--- src/rtl/status_defs.svh ---
// constants for the disk status return encoder
`ifndef STATUS_DEFS_SVH
`define STATUS_DEFS_SVH
// status register values
`define ST_IDLE_OK      8'hFF
`define ST_START        8'h7F
`define ST_RESET_VAL    8'hFF
// bit positions (bit 7 is the busy/idle bit, bit 6 the abort bit)
`define ST_IDLE_BIT     7
`define ST_ABORT_BIT    6
// register select for the primary status register
`define SEL_STATUS      3'h0
// command classes (top two code bits)
`define CLS_RECAL       2'h0
`define CLS_FORMAT      2'h1
`define CLS_READ        2'h2
`define CLS_WRITE       2'h3
// condition groups in the low four code bits
`define GRP_NOT_READY   2'h0
`define GRP_NO_RATES    2'h1
`define GRP_TRK_MISS    2'h2
`define GRP_TRK_NEQ     2'h3
// fixed condition codes
`define C_SECT_NOT_FND  4'h8
`define C_ID_SYNC       4'h9
`define C_ID_MARK       4'hA
`define C_ID_CRC        4'hB
`define C_ID_BYTES      4'hC
`define C_WPROT         4'hD
`define C_DATA_SYNC     4'hD
`define C_OVER_UNDER_R  4'hE
`define C_DATA_CRC      4'hF
`define C_UNDERFLOW_W   4'hE
`define C_UNDERFLOW_F   4'hF
// drive ready timeout
`define READY_TIMEOUT_MS 1250
`define CLK_KHZ          25000
// rate encoding: twice the milliseconds plus one
`define RATE_MS_SHIFT    1
`endif

--- src/rtl/status_pkg.sv ---
// types shared by the disk status return encoder
package status_pkg;
    typedef enum logic [3:0] {
        F_NONE, F_NOT_READY, F_NO_RATES, F_TRK_MISS, F_TRK_NEQ,
        F_SECT_NOT_FND, F_ID_SYNC, F_ID_MARK, F_ID_CRC, F_ID_BYTES,
        F_DATA_SYNC, F_OVERFLOW, F_DATA_CRC, F_WPROT, F_UNDERFLOW
    } fault_t;

    typedef struct packed {
        logic [1:0] cls;
        logic [1:0] drive;
        fault_t     fault;
    } fault_rep_t;

    typedef struct packed {
        logic [7:0] step;
        logic [7:0] settle;
        logic [7:0] load;
    } rate_set_t;

    typedef enum logic [1:0] { S_IDLE, S_ABORT, S_CODE, S_DONE } phase_t;
endpackage : status_pkg

--- src/rtl/disk_status_return_encoder.sv ---
// primary status register and status return sequencing
`timescale 1ns/1ps
`include "status_defs.svh"
module disk_status_return_encoder
    import status_pkg::*;
#(
    parameter int unsigned TIMEOUT_CYCLES = `READY_TIMEOUT_MS * `CLK_KHZ
)(
    // clock and reset
    input  wire logic        ref_clk,
    input  wire logic        arst_n,
    // host register port
    input  wire logic [2:0]  register_select,
    input  wire logic        bus_read_direction,
    output logic      [7:0]  rd_data,
    // command execution side
    input  wire logic        cmd_start,
    input  wire logic [1:0]  cmd_class,
    input  wire logic [1:0]  cmd_drive,
    input  wire logic        cmd_done_ok,
    input  wire logic        fault_valid,
    input  wire fault_rep_t  fault_rep,
    input  wire logic        dma_partial,
    input  wire logic        dma_grant_late,
    output logic             dma_req_en,
    // drive and rate setup
    input  wire logic        drive_ready_pin,
    input  wire logic        track_zero_in,
    input  wire logic [3:0]  rates_defined,
    input  wire logic [7:0]  present_track_value,
    input  wire rate_set_t   rates_a,
    input  wire rate_set_t   rates_b,
    input  wire logic [7:0]  rate_alloc_map,
    output logic      [6:0]  sel_step_ms,
    output logic      [31:0] sel_step_cycles,
    // completion
    output logic             irq
);
    // ***********************************************************
    // input synchronisers
    // ***********************************************************
    logic [1:0] rdy_sync_q;
    logic [1:0] trk_sync_q;
    always_ff @(posedge ref_clk or negedge arst_n) begin
        if (!arst_n) begin
            rdy_sync_q <= 2'h0;
            trk_sync_q <= 2'h0;
        end else begin
            rdy_sync_q <= {rdy_sync_q[0], drive_ready_pin};
            trk_sync_q <= {trk_sync_q[0], track_zero_in};
        end
    end
    wire drive_ready = rdy_sync_q[1];
    wire track_zero  = trk_sync_q[1];

    // ***********************************************************
    // rate selection per drive
    // ***********************************************************
    // map bit 2 selects drive 0, bit 1 drive 1 per the 06 example;
    // a set bit in drive 0's slot means A, a set bit in drive 1's slot means B
    wire        use_a    = rate_alloc_map[3'(2 - 32'(cmd_drive[0]))]
                           ^ cmd_drive[0];
    wire [7:0]  step_sel = use_a ? rates_a.step : rates_b.step;
    rate_decode u_rate (
        .rate_code   (step_sel),
        .rate_ms     (sel_step_ms),
        .rate_cycles (sel_step_cycles)
    );

    // ***********************************************************
    // ready timeout and local fault detection
    // ***********************************************************
    logic timed_out;
    ready_timer #(.TIMEOUT_CYCLES(TIMEOUT_CYCLES)) u_timer (
        .ref_clk     (ref_clk),
        .arst_n      (arst_n),
        .wait_start  (cmd_start),
        .drive_ready (drive_ready),
        .timed_out   (timed_out)
    );
    logic to_seen_q;
    always_ff @(posedge ref_clk or negedge arst_n) begin
        if (!arst_n) to_seen_q <= 1'b0;
        else         to_seen_q <= timed_out;
    end
    wire timeout_evt = timed_out & ~to_seen_q;

    // rates missing for the selected drive is caught at start
    wire no_rates = ~rates_defined[cmd_drive];
    // track zero must agree with stored track being zero
    wire trk_neq  = track_zero != (present_track_value == 8'h00);

    // ***********************************************************
    // code encoding
    // ***********************************************************
    logic [3:0] cond;
    always_comb begin
        cond = 4'h0;
        case (fault_rep.fault)
            F_NOT_READY:    cond = {`GRP_NOT_READY, fault_rep.drive};
            F_NO_RATES:     cond = {`GRP_NO_RATES, fault_rep.drive};
            F_TRK_MISS:     cond = {`GRP_TRK_MISS, fault_rep.drive};
            F_TRK_NEQ:      cond = {`GRP_TRK_NEQ, fault_rep.drive};
            F_SECT_NOT_FND: cond = `C_SECT_NOT_FND;
            F_ID_SYNC:      cond = `C_ID_SYNC;
            F_ID_MARK:      cond = `C_ID_MARK;
            F_ID_CRC:       cond = `C_ID_CRC;
            F_ID_BYTES:     cond = `C_ID_BYTES;
            F_DATA_SYNC:    cond = `C_DATA_SYNC;
            F_OVERFLOW:     cond = `C_OVER_UNDER_R;
            F_DATA_CRC:     cond = `C_DATA_CRC;
            F_WPROT:        cond = `C_WPROT;
            F_UNDERFLOW:    cond = (fault_rep.cls == `CLS_FORMAT)
                                   ? `C_UNDERFLOW_F
                                   : `C_UNDERFLOW_W;
            default:        cond = 4'h0;
        endcase
    end
    // format underflow lands in the write slot, since 1F is unused
    wire       fmt_underflow = fault_rep.fault == F_UNDERFLOW
                               && fault_rep.cls == `CLS_FORMAT;
    wire [5:0] ext_code      = fmt_underflow
                               ? {`CLS_WRITE, `C_UNDERFLOW_F}
                               : {fault_rep.cls, cond};

    // the ready timeout wins over external faults; class from the command
    logic       err_now;
    logic [5:0] err_code;
    always_comb begin
        err_now  = 1'b0;
        err_code = ext_code;
        if (timeout_evt) begin
            err_now  = 1'b1;
            err_code = {cmd_class, `GRP_NOT_READY, cmd_drive};
        end else if (fault_valid) begin
            err_now  = 1'b1;
            err_code = ext_code;
        end
    end

    // ***********************************************************
    // status sequencing
    // ***********************************************************
    phase_t     phase_q;
    logic [7:0] status_q;
    logic [5:0] code_q;
    logic       irq_q;
    logic       dma_en_q;
    wire        hs_abort = dma_partial | dma_grant_late;

    always_ff @(posedge ref_clk or negedge arst_n) begin
        if (!arst_n) begin
            phase_q  <= S_IDLE;
            status_q <= `ST_RESET_VAL;
            code_q   <= 6'h00;
            irq_q    <= 1'b0;
            dma_en_q <= 1'b0;
        end else begin
            irq_q <= 1'b0;
            case (phase_q)
                S_IDLE: begin
                    if (cmd_start) begin
                        status_q <= `ST_START;
                        dma_en_q <= 1'b1;
                        if (no_rates) begin
                            code_q  <= {cmd_class, `GRP_NO_RATES,
                                        cmd_drive};
                            phase_q <= S_ABORT;
                        end else begin
                            phase_q <= S_CODE;
                        end
                    end
                end
                S_CODE: begin
                    // here S_CODE means executing
                    if (hs_abort) begin
                        dma_en_q                <= 1'b0;
                        status_q[`ST_ABORT_BIT] <= 1'b0;
                    end
                    if (err_now) begin
                        status_q[`ST_ABORT_BIT] <= 1'b0;
                        code_q   <= err_code;
                        dma_en_q <= 1'b0;
                        phase_q  <= S_DONE;
                    end else if (cmd_done_ok && cmd_class == `CLS_RECAL
                                 && trk_neq) begin
                        status_q[`ST_ABORT_BIT] <= 1'b0;
                        dma_en_q <= 1'b0;
                        code_q  <= {`CLS_RECAL, `GRP_TRK_NEQ,
                                    cmd_drive};
                        phase_q <= S_DONE;
                    end else if (cmd_done_ok) begin
                        status_q <= `ST_IDLE_OK;
                        dma_en_q <= 1'b0;
                        irq_q    <= 1'b1;
                        phase_q  <= S_IDLE;
                    end
                end
                S_ABORT: begin
                    status_q[`ST_ABORT_BIT] <= 1'b0;
                    dma_en_q <= 1'b0;
                    phase_q  <= S_DONE;
                end
                S_DONE: begin
                    // code lands one edge before idle goes high
                    status_q[5:0] <= code_q;
                    phase_q       <= S_IDLE;
                    irq_q         <= 1'b1;
                end
                default: phase_q <= S_IDLE;
            endcase
            // every code, 3F included, must end with the idle bit high
            if (phase_q == S_IDLE && !cmd_start
                && status_q[`ST_IDLE_BIT] == 1'b0) begin
                status_q[`ST_IDLE_BIT] <= 1'b1;
            end
        end
    end

    // ***********************************************************
    // host read port
    // ***********************************************************
    wire status_sel = bus_read_direction
                      && register_select == `SEL_STATUS;
    assign rd_data    = status_sel ? status_q : 8'h00;
    assign dma_req_en = dma_en_q;
    assign irq        = irq_q;
endmodule : disk_status_return_encoder

--- src/rtl/rate_decode.sv ---
// decodes one encoded rate byte into milliseconds and clock cycles
`timescale 1ns/1ps
`include "status_defs.svh"
module rate_decode
    import status_pkg::*;
(
    // encoded value from the host
    input  wire logic [7:0]  rate_code,
    // decoded time
    output logic      [6:0]  rate_ms,
    output logic      [31:0] rate_cycles
);
    // stored code is 2*ms+1, so the ms value is the upper seven bits
    assign rate_ms     = rate_code[7:`RATE_MS_SHIFT];
    assign rate_cycles = 32'(rate_ms) * 32'(`CLK_KHZ);
endmodule : rate_decode

--- src/rtl/ready_timer.sv ---
// counts the wait for drive ready and flags the timeout
`timescale 1ns/1ps
`include "status_defs.svh"
module ready_timer
    import status_pkg::*;
#(
    parameter int unsigned TIMEOUT_CYCLES = `READY_TIMEOUT_MS * `CLK_KHZ
)(
    // clock and reset
    input  wire logic ref_clk,
    input  wire logic arst_n,
    // control
    input  wire logic wait_start,
    input  wire logic drive_ready,
    // result
    output logic      timed_out
);
    logic [31:0] cnt_q;
    logic        run_q;
    logic        to_q;

    // counter stops on ready; a new start rearms it
    always_ff @(posedge ref_clk or negedge arst_n) begin
        if (!arst_n) begin
            cnt_q <= 32'h0000_0000;
            run_q <= 1'b0;
            to_q  <= 1'b0;
        end else if (wait_start) begin
            cnt_q <= 32'h0000_0000;
            run_q <= 1'b1;
            to_q  <= 1'b0;
        end else if (run_q && drive_ready) begin
            run_q <= 1'b0;
        end else if (run_q && cnt_q == TIMEOUT_CYCLES - 1) begin
            run_q <= 1'b0;
            to_q  <= 1'b1;
        end else if (run_q) begin
            cnt_q <= cnt_q + 32'h0000_0001;
        end
    end
    assign timed_out = to_q;
endmodule : ready_timer

--- config.mk ---
export PLATFORM = sky130hd
export DESIGN_NAME = disk_status_return_encoder
export DESIGN_NICKNAME = d
export VERILOG_FILES = /design/src/rtl/status_pkg.sv /design/src/rtl/disk_status_return_encoder.sv /design/src/rtl/rate_decode.sv /design/src/rtl/ready_timer.sv
export VERILOG_INCLUDE_DIRS = /design/src /design/src/rtl
export SDC_FILE = /design/constraint.sdc
export NUM_CORES = 1
export LEC_CHECK = 0
export BUFFER_PORTS_ARGS = -buffer_cell sky130_fd_sc_hd__buf_2
export CORE_MARGIN = 2
export CORE_UTILIZATION = 40
export CTS_BUF_LIST = sky130_fd_sc_hd__clkbuf_16
export CTS_CLUSTER_SIZE = 30
export DETAILED_ROUTE_END_ITERATION = 8
export PLACE_DENSITY = 0.65
export SKIP_CTS_REPAIR_TIMING = 1
export SYNTH_ARGS = -nofsm -noshare
export SYNTH_HDL_FRONTEND = slang
export SYNTH_SLANG_ARGS = --single-unit
--- constraint.sdc ---
create_clock -name ref_clk -period 10.2 [get_ports ref_clk]
set_input_delay 1.02 -clock ref_clk [delete_from_list [all_inputs] [get_ports ref_clk]]
set_output_delay 1.02 -clock ref_clk [all_outputs]
set_load 0.03 [all_outputs]
==> qor.yml, run 1 <==
run_status:
  status: "finished, final reports clean"
power:
  peakVddDrop_uv: 121.1
  power.density_mw_per_mm2: 228.4
  p_seq_frac: 0.238
  power_leakage_nw: 2.585
  p_int_mw: 0.6706
  p_comb_frac: 0.552
  sw_frac_of_total: 0.4476
  p_sw_mw: 0.5433
  clkPwrFrac: 0.210
worst_setup_path:
  critical_path_class: "input port to primary output"
  crit_arrival_ns: 5.74
  cp_max_fo: 7
  end_kind: "primary output"
  crit_required_ns: 9.18
  start_kind: "input port"
global_route:
  use_met2: 0.2663
  antenna_found_initial: 0
  grt_first_pass_wirelength_mm: 17.06
  grt_use_met3: 0.05214
  busiest_layer: "met2"
  gr-total-overflow: 0
  grt_pass1_vias: 3708
  grt_max_degree: 58
  grt_util_met1: 0.2146
  grt_util_all_layers: 0.1665
finish:
  drive_gt1_frac: 0.2214
  fin_cells: 709
  fin_nets: 717
  multi_input_area_sq_mm: 0.002904
  num_antenna_cells: 0
  seqCellArea_sq_mm: 0.001436
  fill_cells: 1044
  area_growth_pct: 17.19
timing:
  slew_headroom: 0.2751
  final.min_clock_period_ns: 6.764
  hold_ws_ns: 0.3435
  fmax_ghz: 0.1479
  worst_slew_pin_slew_ns: 1.060
  finalMaxSlewViolations: 0
  skew_ns: 0.008736
  hold_violations: 0
  rsz0062_at_grt: "no"
  setup_viol: 0
  setup_tns_ns: 0
  period_share: 0.6631
synth:
  synth_ff_type: "dfrtp_1"
  post_synth_num_cell_types: 67
  async_flop_share: 1.000
  avgSynthCellArea_sq_um: 9.509
  syn_area_sq_mm: 0.004536
  yosysWarnings: 0
  ys_ff_latch: 57
  syn_inst: 477
  synth_edf_count: 0
  yosysSeqAreaShare: 0.3167
detailed_routing:
  vias: 3724
  drc: 0
  drt_wl_total_mm: 9.596
  antenna_left: 0
  drt_iter0_markers: 167
  firstDrtPassIters: 4
  viasPerCell: 5.252
  routedWlPerCell_um: 13.53
clock_tree:
  cts_buffers: 9
  cts.clk_slew.worst_paths_ns: 0.05
  htreeDepth: 3
  cts_tree: "yes"
  clk_latency_ns: 0.33
  clock-root-buffer: "clkbuf_16"
  cts_max_path_buffers: 2
  cts.sinks: 57
place:
  dpl.hpwl_mm: 7.386
  place_inst: 693
  gp_congestion: 0.8375
  portBuffers: 88
floorplan:
  start_util: 0.4148
  die_h_um: 110.5
  num_rows: 38
  ios: 142
  core-area_sq_mm: 0.01094
  die_w_um: 110.5
  die_area_sq_mm: 0.01221
job:
  max-cap-violations: 0
hold_path:
  hold_path_class: "register to register"
==> cell usage in the layout (no fill, tap or decap), drive strengths merged, types with 10 or more instances in the layout <==
| master | instances |
|---|---|
| a21oi | 21 |
| and2 | 10 |
| buf | 90 |
| conb | 13 |
| dfrtp | 49 |
| ha | 53 |
| inv | 26 |
| nand2 | 26 |
| nand3 | 16 |
| nand4 | 10 |
| nor2 | 47 |
| nor3 | 12 |
| nor4 | 11 |
| o21ai | 17 |
| xnor2 | 24 |
| xor2 | 19 |
==> power by group through the flow <==
| stage | clock, mW | sequential (mW) | combinational (mW) |
|---|---|---|---|
| 2_1_floorplan | 0 | 0.294 | 0.505 |
| 6_report | 0.255 | 0.289 | 0.670 |
| 3_3_place_gp | 0 | 0.291 | 0.659 |
| 5_1_grt | 0.278 | 0.293 | 0.745 |
| 4_1_cts | 0.264 | 0.289 | 0.677 |
| 3_5_place_dp | 0 | 0.293 | 0.673 |
==> cells by family after synthesis <==
kind of cell | Yosys count | share of synthesized area
simple gates | 168 | 0.2041
compound gates | 84 | 0.1266
fa+ha+maj | 60 | 0.1771
flops | 57 | 0.3167
buf+inv | 49 | 0.05297
xor+xnor | 43 | 0.08303
mux | 15 | 0.03862
other cells | 1 | 0.0008268
==> synthesized netlist by cell type, drive strengths merged, types with 2 or more instances <==
master   count  share of area
buf         15          0.025
inv         23          0.019
a21boi       3         0.0050
xnor2       24          0.046
and3         5         0.0069
nor2b        7         0.0097
clkbuf      11         0.0091
nand2       26          0.022
ha          53           0.15
nand3       16          0.018
nor3        12          0.013
nor4        11          0.025
o21a         5         0.0083
nor4b        3         0.0058
o2111ai      2         0.0052
o21ai       17          0.019
and2        10          0.014
nor3b        3         0.0050
a31oi        2         0.0028
nor2        47          0.039
mux2         7          0.017
dfrtp       49           0.27
nand4       10          0.017
o31ai        3         0.0050
a21o         4         0.0066
a311oi       2         0.0039
o22a         6          0.012
and4         3         0.0063
mux2i        7          0.016
dfstp        8          0.046
fa           7          0.031
or2          4         0.0055
xor2        19          0.037
or3          3         0.0041
a21oi       21          0.024
nand2b       6         0.0099
o22ai        3         0.0041
==> stage by stage <==
stage	total power, mW	area (sq um)	worst slack (ns)	utilization
detailed placement	0.9654	5057	3.472	0.4625
floorplan	0.7988	4581	3.895	-
CTS	1.230	5315	3.454	0.4860
global placement	0.9495	5057	3.558	0.4625
finish	1.214	5315	3.436	0.4860
global route	1.316	5315	3.135	0.4860
==> worst paths after layout <==
path	startpoint	endpoint	slack [ns]	depth (start not counted)
setup / recovery	cmd_drive[0]	sel_step_cycles[21]	3.44	14
min in group asynchronous	arst_n	u_timer.timed_out$_DFFE_PN0P_	0.83	2
setup reg to reg	phase_q[0]$_DFFE_PN0P_	code_q[0]$_DFFE_PN0P_	8.04	7
hold / removal	rdy_sync_q[0]$_DFF_PN0_	rdy_sync_q[1]$_DFF_PN0_	0.34	0
max in group asynchronous	arst_n	code_q[3]$_DFFE_PN0P_	8.89	2
hold reg to reg	rdy_sync_q[0]$_DFF_PN0_	rdy_sync_q[1]$_DFF_PN0_	0.34	0
==> per-layer routing <==
| metal | vias to the layer above | routed length [um] |
|---|---|---|
| li1 | 1858 | - |
| met1 | 1747 | 4387 |
| met2 | 102 | 4436 |
| met3 | 17 | 558 |
| met4 | 0 | 214 |
| met5 | - | 0 |
==> flip-flops by register name, summed over array words and instances (netlist names) <==
register           flops
u_timer.cnt_q         32
status_q               8
code_q                 6
phase_q                2
rdy_sync_q             2
trk_sync_q             2
dma_req_en             1
irq                    1
to_seen_q              1
u_timer.run_q          1
u_timer.timed_out      1
==> critical path, cell delays in order <==
cell and delay [ns]:
buf_2 0.13, mux2i_2 0.51, mux2_2 0.46, ha_1 0.35
fa_1 0.47, fa_1 0.50, ha_1 0.31, ha_1 0.32
a21boi_0 0.44, a41oi_1 0.29, o31ai_1 0.46, o41ai_1 0.14
xnor2_1 0.14, buf_2 0.21
==> layout make-up <==
type,instances,area share
Sequential cell,57,0.2702
Multi-Input combinational cell,383,0.5464
Clock buffer,9,0.04237
Tap cell,140,0.03296
Inverter,23,0.01624
Clock inverter,7,0.006121
Timing Repair Buffer,90,0.08569
Power figures use the tool's default switching activity.
==> inputs of run 2 (changes only) <==
--- a/config.mk
+++ b/config.mk
@@ -6,13 +6,13 @@
 export SDC_FILE = /design/constraint.sdc
 export NUM_CORES = 1
 export LEC_CHECK = 0
+export ABC_AREA = 1
 export BUFFER_PORTS_ARGS = -buffer_cell sky130_fd_sc_hd__buf_2
 export CORE_MARGIN = 2
 export CORE_UTILIZATION = 40
 export CTS_BUF_LIST = sky130_fd_sc_hd__clkbuf_16
 export CTS_CLUSTER_SIZE = 30
 export DETAILED_ROUTE_END_ITERATION = 8
-export PLACE_DENSITY = 0.65
 export SKIP_CTS_REPAIR_TIMING = 1
 export SYNTH_ARGS = -nofsm -noshare
 export SYNTH_HDL_FRONTEND = slang
==> constraint.sdc (replaced) <==
create_clock -name ref_clk -period 6.4 [get_ports ref_clk]
set_input_delay 0.64 -clock ref_clk [delete_from_list [all_inputs] [get_ports ref_clk]]
set_output_delay 0.64 -clock ref_clk [all_outputs]
set_load 0.03 [all_outputs]
==> run 2 against run 1 <==
Final area rose by 12%; clock skew shrank 0.00096 ns; combinational power up 72%; count of clock-buffer cells in the layout unchanged; area after synthesis up 13%; sequential power rose by 65%; critical path depth up 6; total power increased by 71%; worst setup slack got worse by 2.3 ns; wire length grew 34%; sequential cell count is the same; sequential share of layout area decreased by 2.9 points; highest routed layer unchanged.
==> qor.yml, run 2 <==
run_status:
  status: "finished, final reports clean"
timing:
  rsz0062_at_grt: "no"
  setup_tns_ns: 0  # unchanged
  final.min_clock_period_ns: 5.301
  worst_slew_pin_slew_ns: 1.268  # +0.2075 ns
  period_share: 0.8283
  fmax_ghz: 0.1886
  skew_ns: 0.007775  # -0.0009606 ns
  setup_viol: 0  # unchanged
  hold_violations: 0  # unchanged
  finalMaxSlewViolations: 0  # unchanged
  slew_headroom: 0.1549  # -0.1202
job:
  max-cap-violations: 0  # unchanged
worst_setup_path:
  crit_required_ns: 5.76  # -3.42 ns
  reg2reg_from: "u_timer.cnt_q[0]$_DFFE_PN0P_"
  end_kind: "primary output"
  start_kind: "input port"
  critical_path_class: "input port to primary output"
  cp-startpoint: "cmd_drive[0]"
  critPathCapture: "sel_step_cycles[19]"
  cp_num_buf_inv: 6  # +4
  cp.depth: 20  # +6
  cp_max_fo: 9  # +2
  cpPeakStageDelay_ns: 0.50  # about the same
  r2r_slack_ns: 4.03  # -4.01 ns
  cp_slowest_cell: "fa_1"
  crit_arrival_ns: 4.66  # -1.08 ns
  r2r-end: "u_timer.cnt_q[13]$_DFFE_PN0P_"
  crit_family: "adder cells"
  reg2reg_depth: 7  # unchanged
  crit_chain: "buf_2, inv_2, nand2_1, o21ai_4, inv_2, o21ai_0, buf_4, inv_1, nor2_1, fa_1, fa_1, ha_1, ha_1, a21oi_1, o21ai_0, nand2_1, nand3_1, a21oi_1, xor2_1, buf_2"
synth:
  synth_edf_count: 0  # unchanged
  syn_area_sq_mm: 0.005139  # +13%
  yosysWarnings: 0  # unchanged
  synth.area.top_cells: "dfrtp_1 (24%), nand2_1 (15%), ha_1 (13%)"
  async_flop_share: 1.000  # unchanged
  syn_inst: 726  # +52%
  ys_top_cells_by_count: "nand2_1 (209), nor2_1 (94), inv_1 (68)"
  synth_ff_type: "dfrtp_1"
  synth.largest_area_cell: "dfrtp_1"
  yosysSeqAreaShare: 0.2795  # -0.03717
  post_synth_num_cell_types: 43  # -36%
  yosysMostFrequentCell: "nand2_1"
  yosys.area.top_type_share: 0.2386  # -0.03173
  avgSynthCellArea_sq_um: 7.078  # -26%
  ys_ff_latch: 57  # unchanged
detailed_routing:
  antenna_left: 0  # unchanged
  drt_iter0_markers: 271  # +62%
  viasPerCell: 4.922  # -6.3%
  drc: 0  # unchanged
  firstDrtPassIters: 6  # +2
  vias: 4873  # +31%
  routedWlPerCell_um: 13.00  # -4.0%
  drt_wl_total_mm: 12.87  # +34%
finish:
  area_growth_pct: 15.75
  num_antenna_cells: 0  # unchanged
  regMostFlops: "u_timer.cnt_q"
  fin_cells: 990  # +40%
  fin_nets: 966  # +35%
  fill_cells: 1321  # +27%
  drive_gt1_frac: 0.1540  # -0.06741
  largest_register_ff_count: 32  # unchanged
  layout_commonest_cell: "nand2_1"
  final_cell_mix: "nand2_1 (209), nor2_1 (94), buf_2 (88)"
  top_regs: "u_timer.cnt_q: 32 flops, status_q: 8 flops, code_q: 6 flops"
floorplan:
  ios: 142  # unchanged
  die_h_um: 117.3  # +6.2%
  core-area_sq_mm: 0.01257  # +15%
  die_area_sq_mm: 0.01377  # +13%
  num_rows: 41  # +7.9%
  die_w_um: 117.3  # +6.2%
  start_util: 0.4089  # -0.005900
power:
  peakVddDrop_uv: 175.2  # +45%
  p_seq_frac: 0.229  # -0.009
  p_total_mw: 2.081  # +71%
  power_leakage_nw: 3.047  # +18%
  sw_frac_of_total: 0.4675  # +0.01989
  p_comb_frac: 0.553  # about the same
  p_sw_mw: 0.9730  # +79%
  clkPwrFrac: 0.218  # +0.008
  power.density_mw_per_mm2: 349.9  # +53%
  p_int_mw: 1.108  # +65%
global_route:
  grt_pass1_vias: 4796  # +29%
  grt_max_degree: 58  # unchanged
  grt_first_pass_wirelength_mm: 22.56  # +32%
  antenna_found_initial: 0  # unchanged
  grt_util_all_layers: 0.1970  # +0.03051
  gr-total-overflow: 0  # unchanged
clock_tree:
  cts_tree: "yes"
  cts_max_path_buffers: 2  # unchanged
  htreeDepth: 3  # unchanged
  clk_latency_ns: 0.33  # about the same
  clock-root-buffer: "clkbuf_16"
  cts.clk_slew.worst_paths_ns: 0.05  # about the same
  cts_buffers: 9  # unchanged
  cts.sinks: 57  # unchanged
place:
  gp_congestion: 0.8804  # +5.1%
  dpl.hpwl_mm: 10.16  # +38%
  place_inst: 974  # +41%
  portBuffers: 88  # unchanged
hold_path:
  hold_path_class: "register to register"
run 2: cell count changes after synthesis, moves of 8 or more:
| cell | previous run | this run |
|---|---|---|
| nand2_1 | 26 | 209 |
| o21ai_0 | 15 | 39 |
| nor4_1 | 8 | 0 |
| nand3_1 | 16 | 35 |
| and2_1 | 10 | 0 |
| inv_1 | 23 | 68 |
| clkbuf_1 | 11 | 3 |
| nor2_1 | 47 | 94 |
| xnor2_1 | 24 | 15 |
run 2: worst min-delay path by stage:
stage,from,end,slack (ns),depth (start not counted)
floorplan,rdy_sync_q[0]$_DFF_PN0_,rdy_sync_q[1]$_DFF_PN0_,0.33,0
global placement,trk_sync_q[0]$_DFF_PN0_,trk_sync_q[1]$_DFF_PN0_,0.33,0
detailed placement,trk_sync_q[0]$_DFF_PN0_,trk_sync_q[1]$_DFF_PN0_,0.34,0
CTS,trk_sync_q[0]$_DFF_PN0_,trk_sync_q[1]$_DFF_PN0_,0.35,0
global route,rdy_sync_q[0]$_DFF_PN0_,rdy_sync_q[1]$_DFF_PN0_,0.36,0
finish,trk_sync_q[0]$_DFF_PN0_,trk_sync_q[1]$_DFF_PN0_,0.35,0
run 2: logic make-up after synthesis:
logic type / count (synthesis) / share of synthesized area
xor+xnor: 38 / 0.06477
simple gates: 387 / 0.3158
buf+inv: 99 / 0.09009
compound gates: 84 / 0.09277
flops: 57 / 0.2795
other cells: 1 / 0.0007298
fa+ha+maj: 60 / 0.1563
run 2: power by group through the flow:
stage	Clock (mW)	Sequential [mW]	Combinational (mW)
detailed placement	0	0.483	1.15
global placement	0	0.480	1.13
CTS	0.461	0.477	1.16
floorplan	0	0.484	0.869
global route	0.479	0.486	1.29
finish	0.454	0.477	1.15
run 2: per-stage QoR:
stage / setup slack (ns) / hold slack (ns) / util / instance area [sq um]
after floorplan: 0.7413 / 0.3312 / - / 5184
after global placement: 1.253 / 0.3344 / 0.4511 / 5669
after detailed placement: 1.133 / 0.3356 / 0.4511 / 5669
after CTS: 1.098 / 0.3474 / 0.4733 / 5948
after global routing: 0.7700 / 0.3602 / 0.4733 / 5948
final: 1.099 / 0.3452 / 0.4733 / 5948
run 2: cell type report:
| class | instances | area [sq um] | share of cell area |
|---|---|---|---|
| Inverter | 72 | 270.3 | 0.04544 |
| Clock inverter | 7 | 53.80 | 0.009045 |
| Tap cell | 172 | 215.2 | 0.03618 |
| Multi-Input combinational cell | 582 | 3284 | 0.5522 |
| Sequential cell | 57 | 1436 | 0.2415 |
| Timing Repair Buffer | 91 | 462.9 | 0.07783 |
| Clock buffer | 9 | 225.2 | 0.03786 |
run 2: layer usage:
layer | up-vias | track usage | share of wire
met5 | - | 0 | 0
met4 | 0 | 0.04142 | 0.0070
met3 | 9 | 0.03940 | 0.044
met2 | 114 | 0.3454 | 0.48
met1 | 2244 | 0.2514 | 0.47
li1 | 2506 | - | -
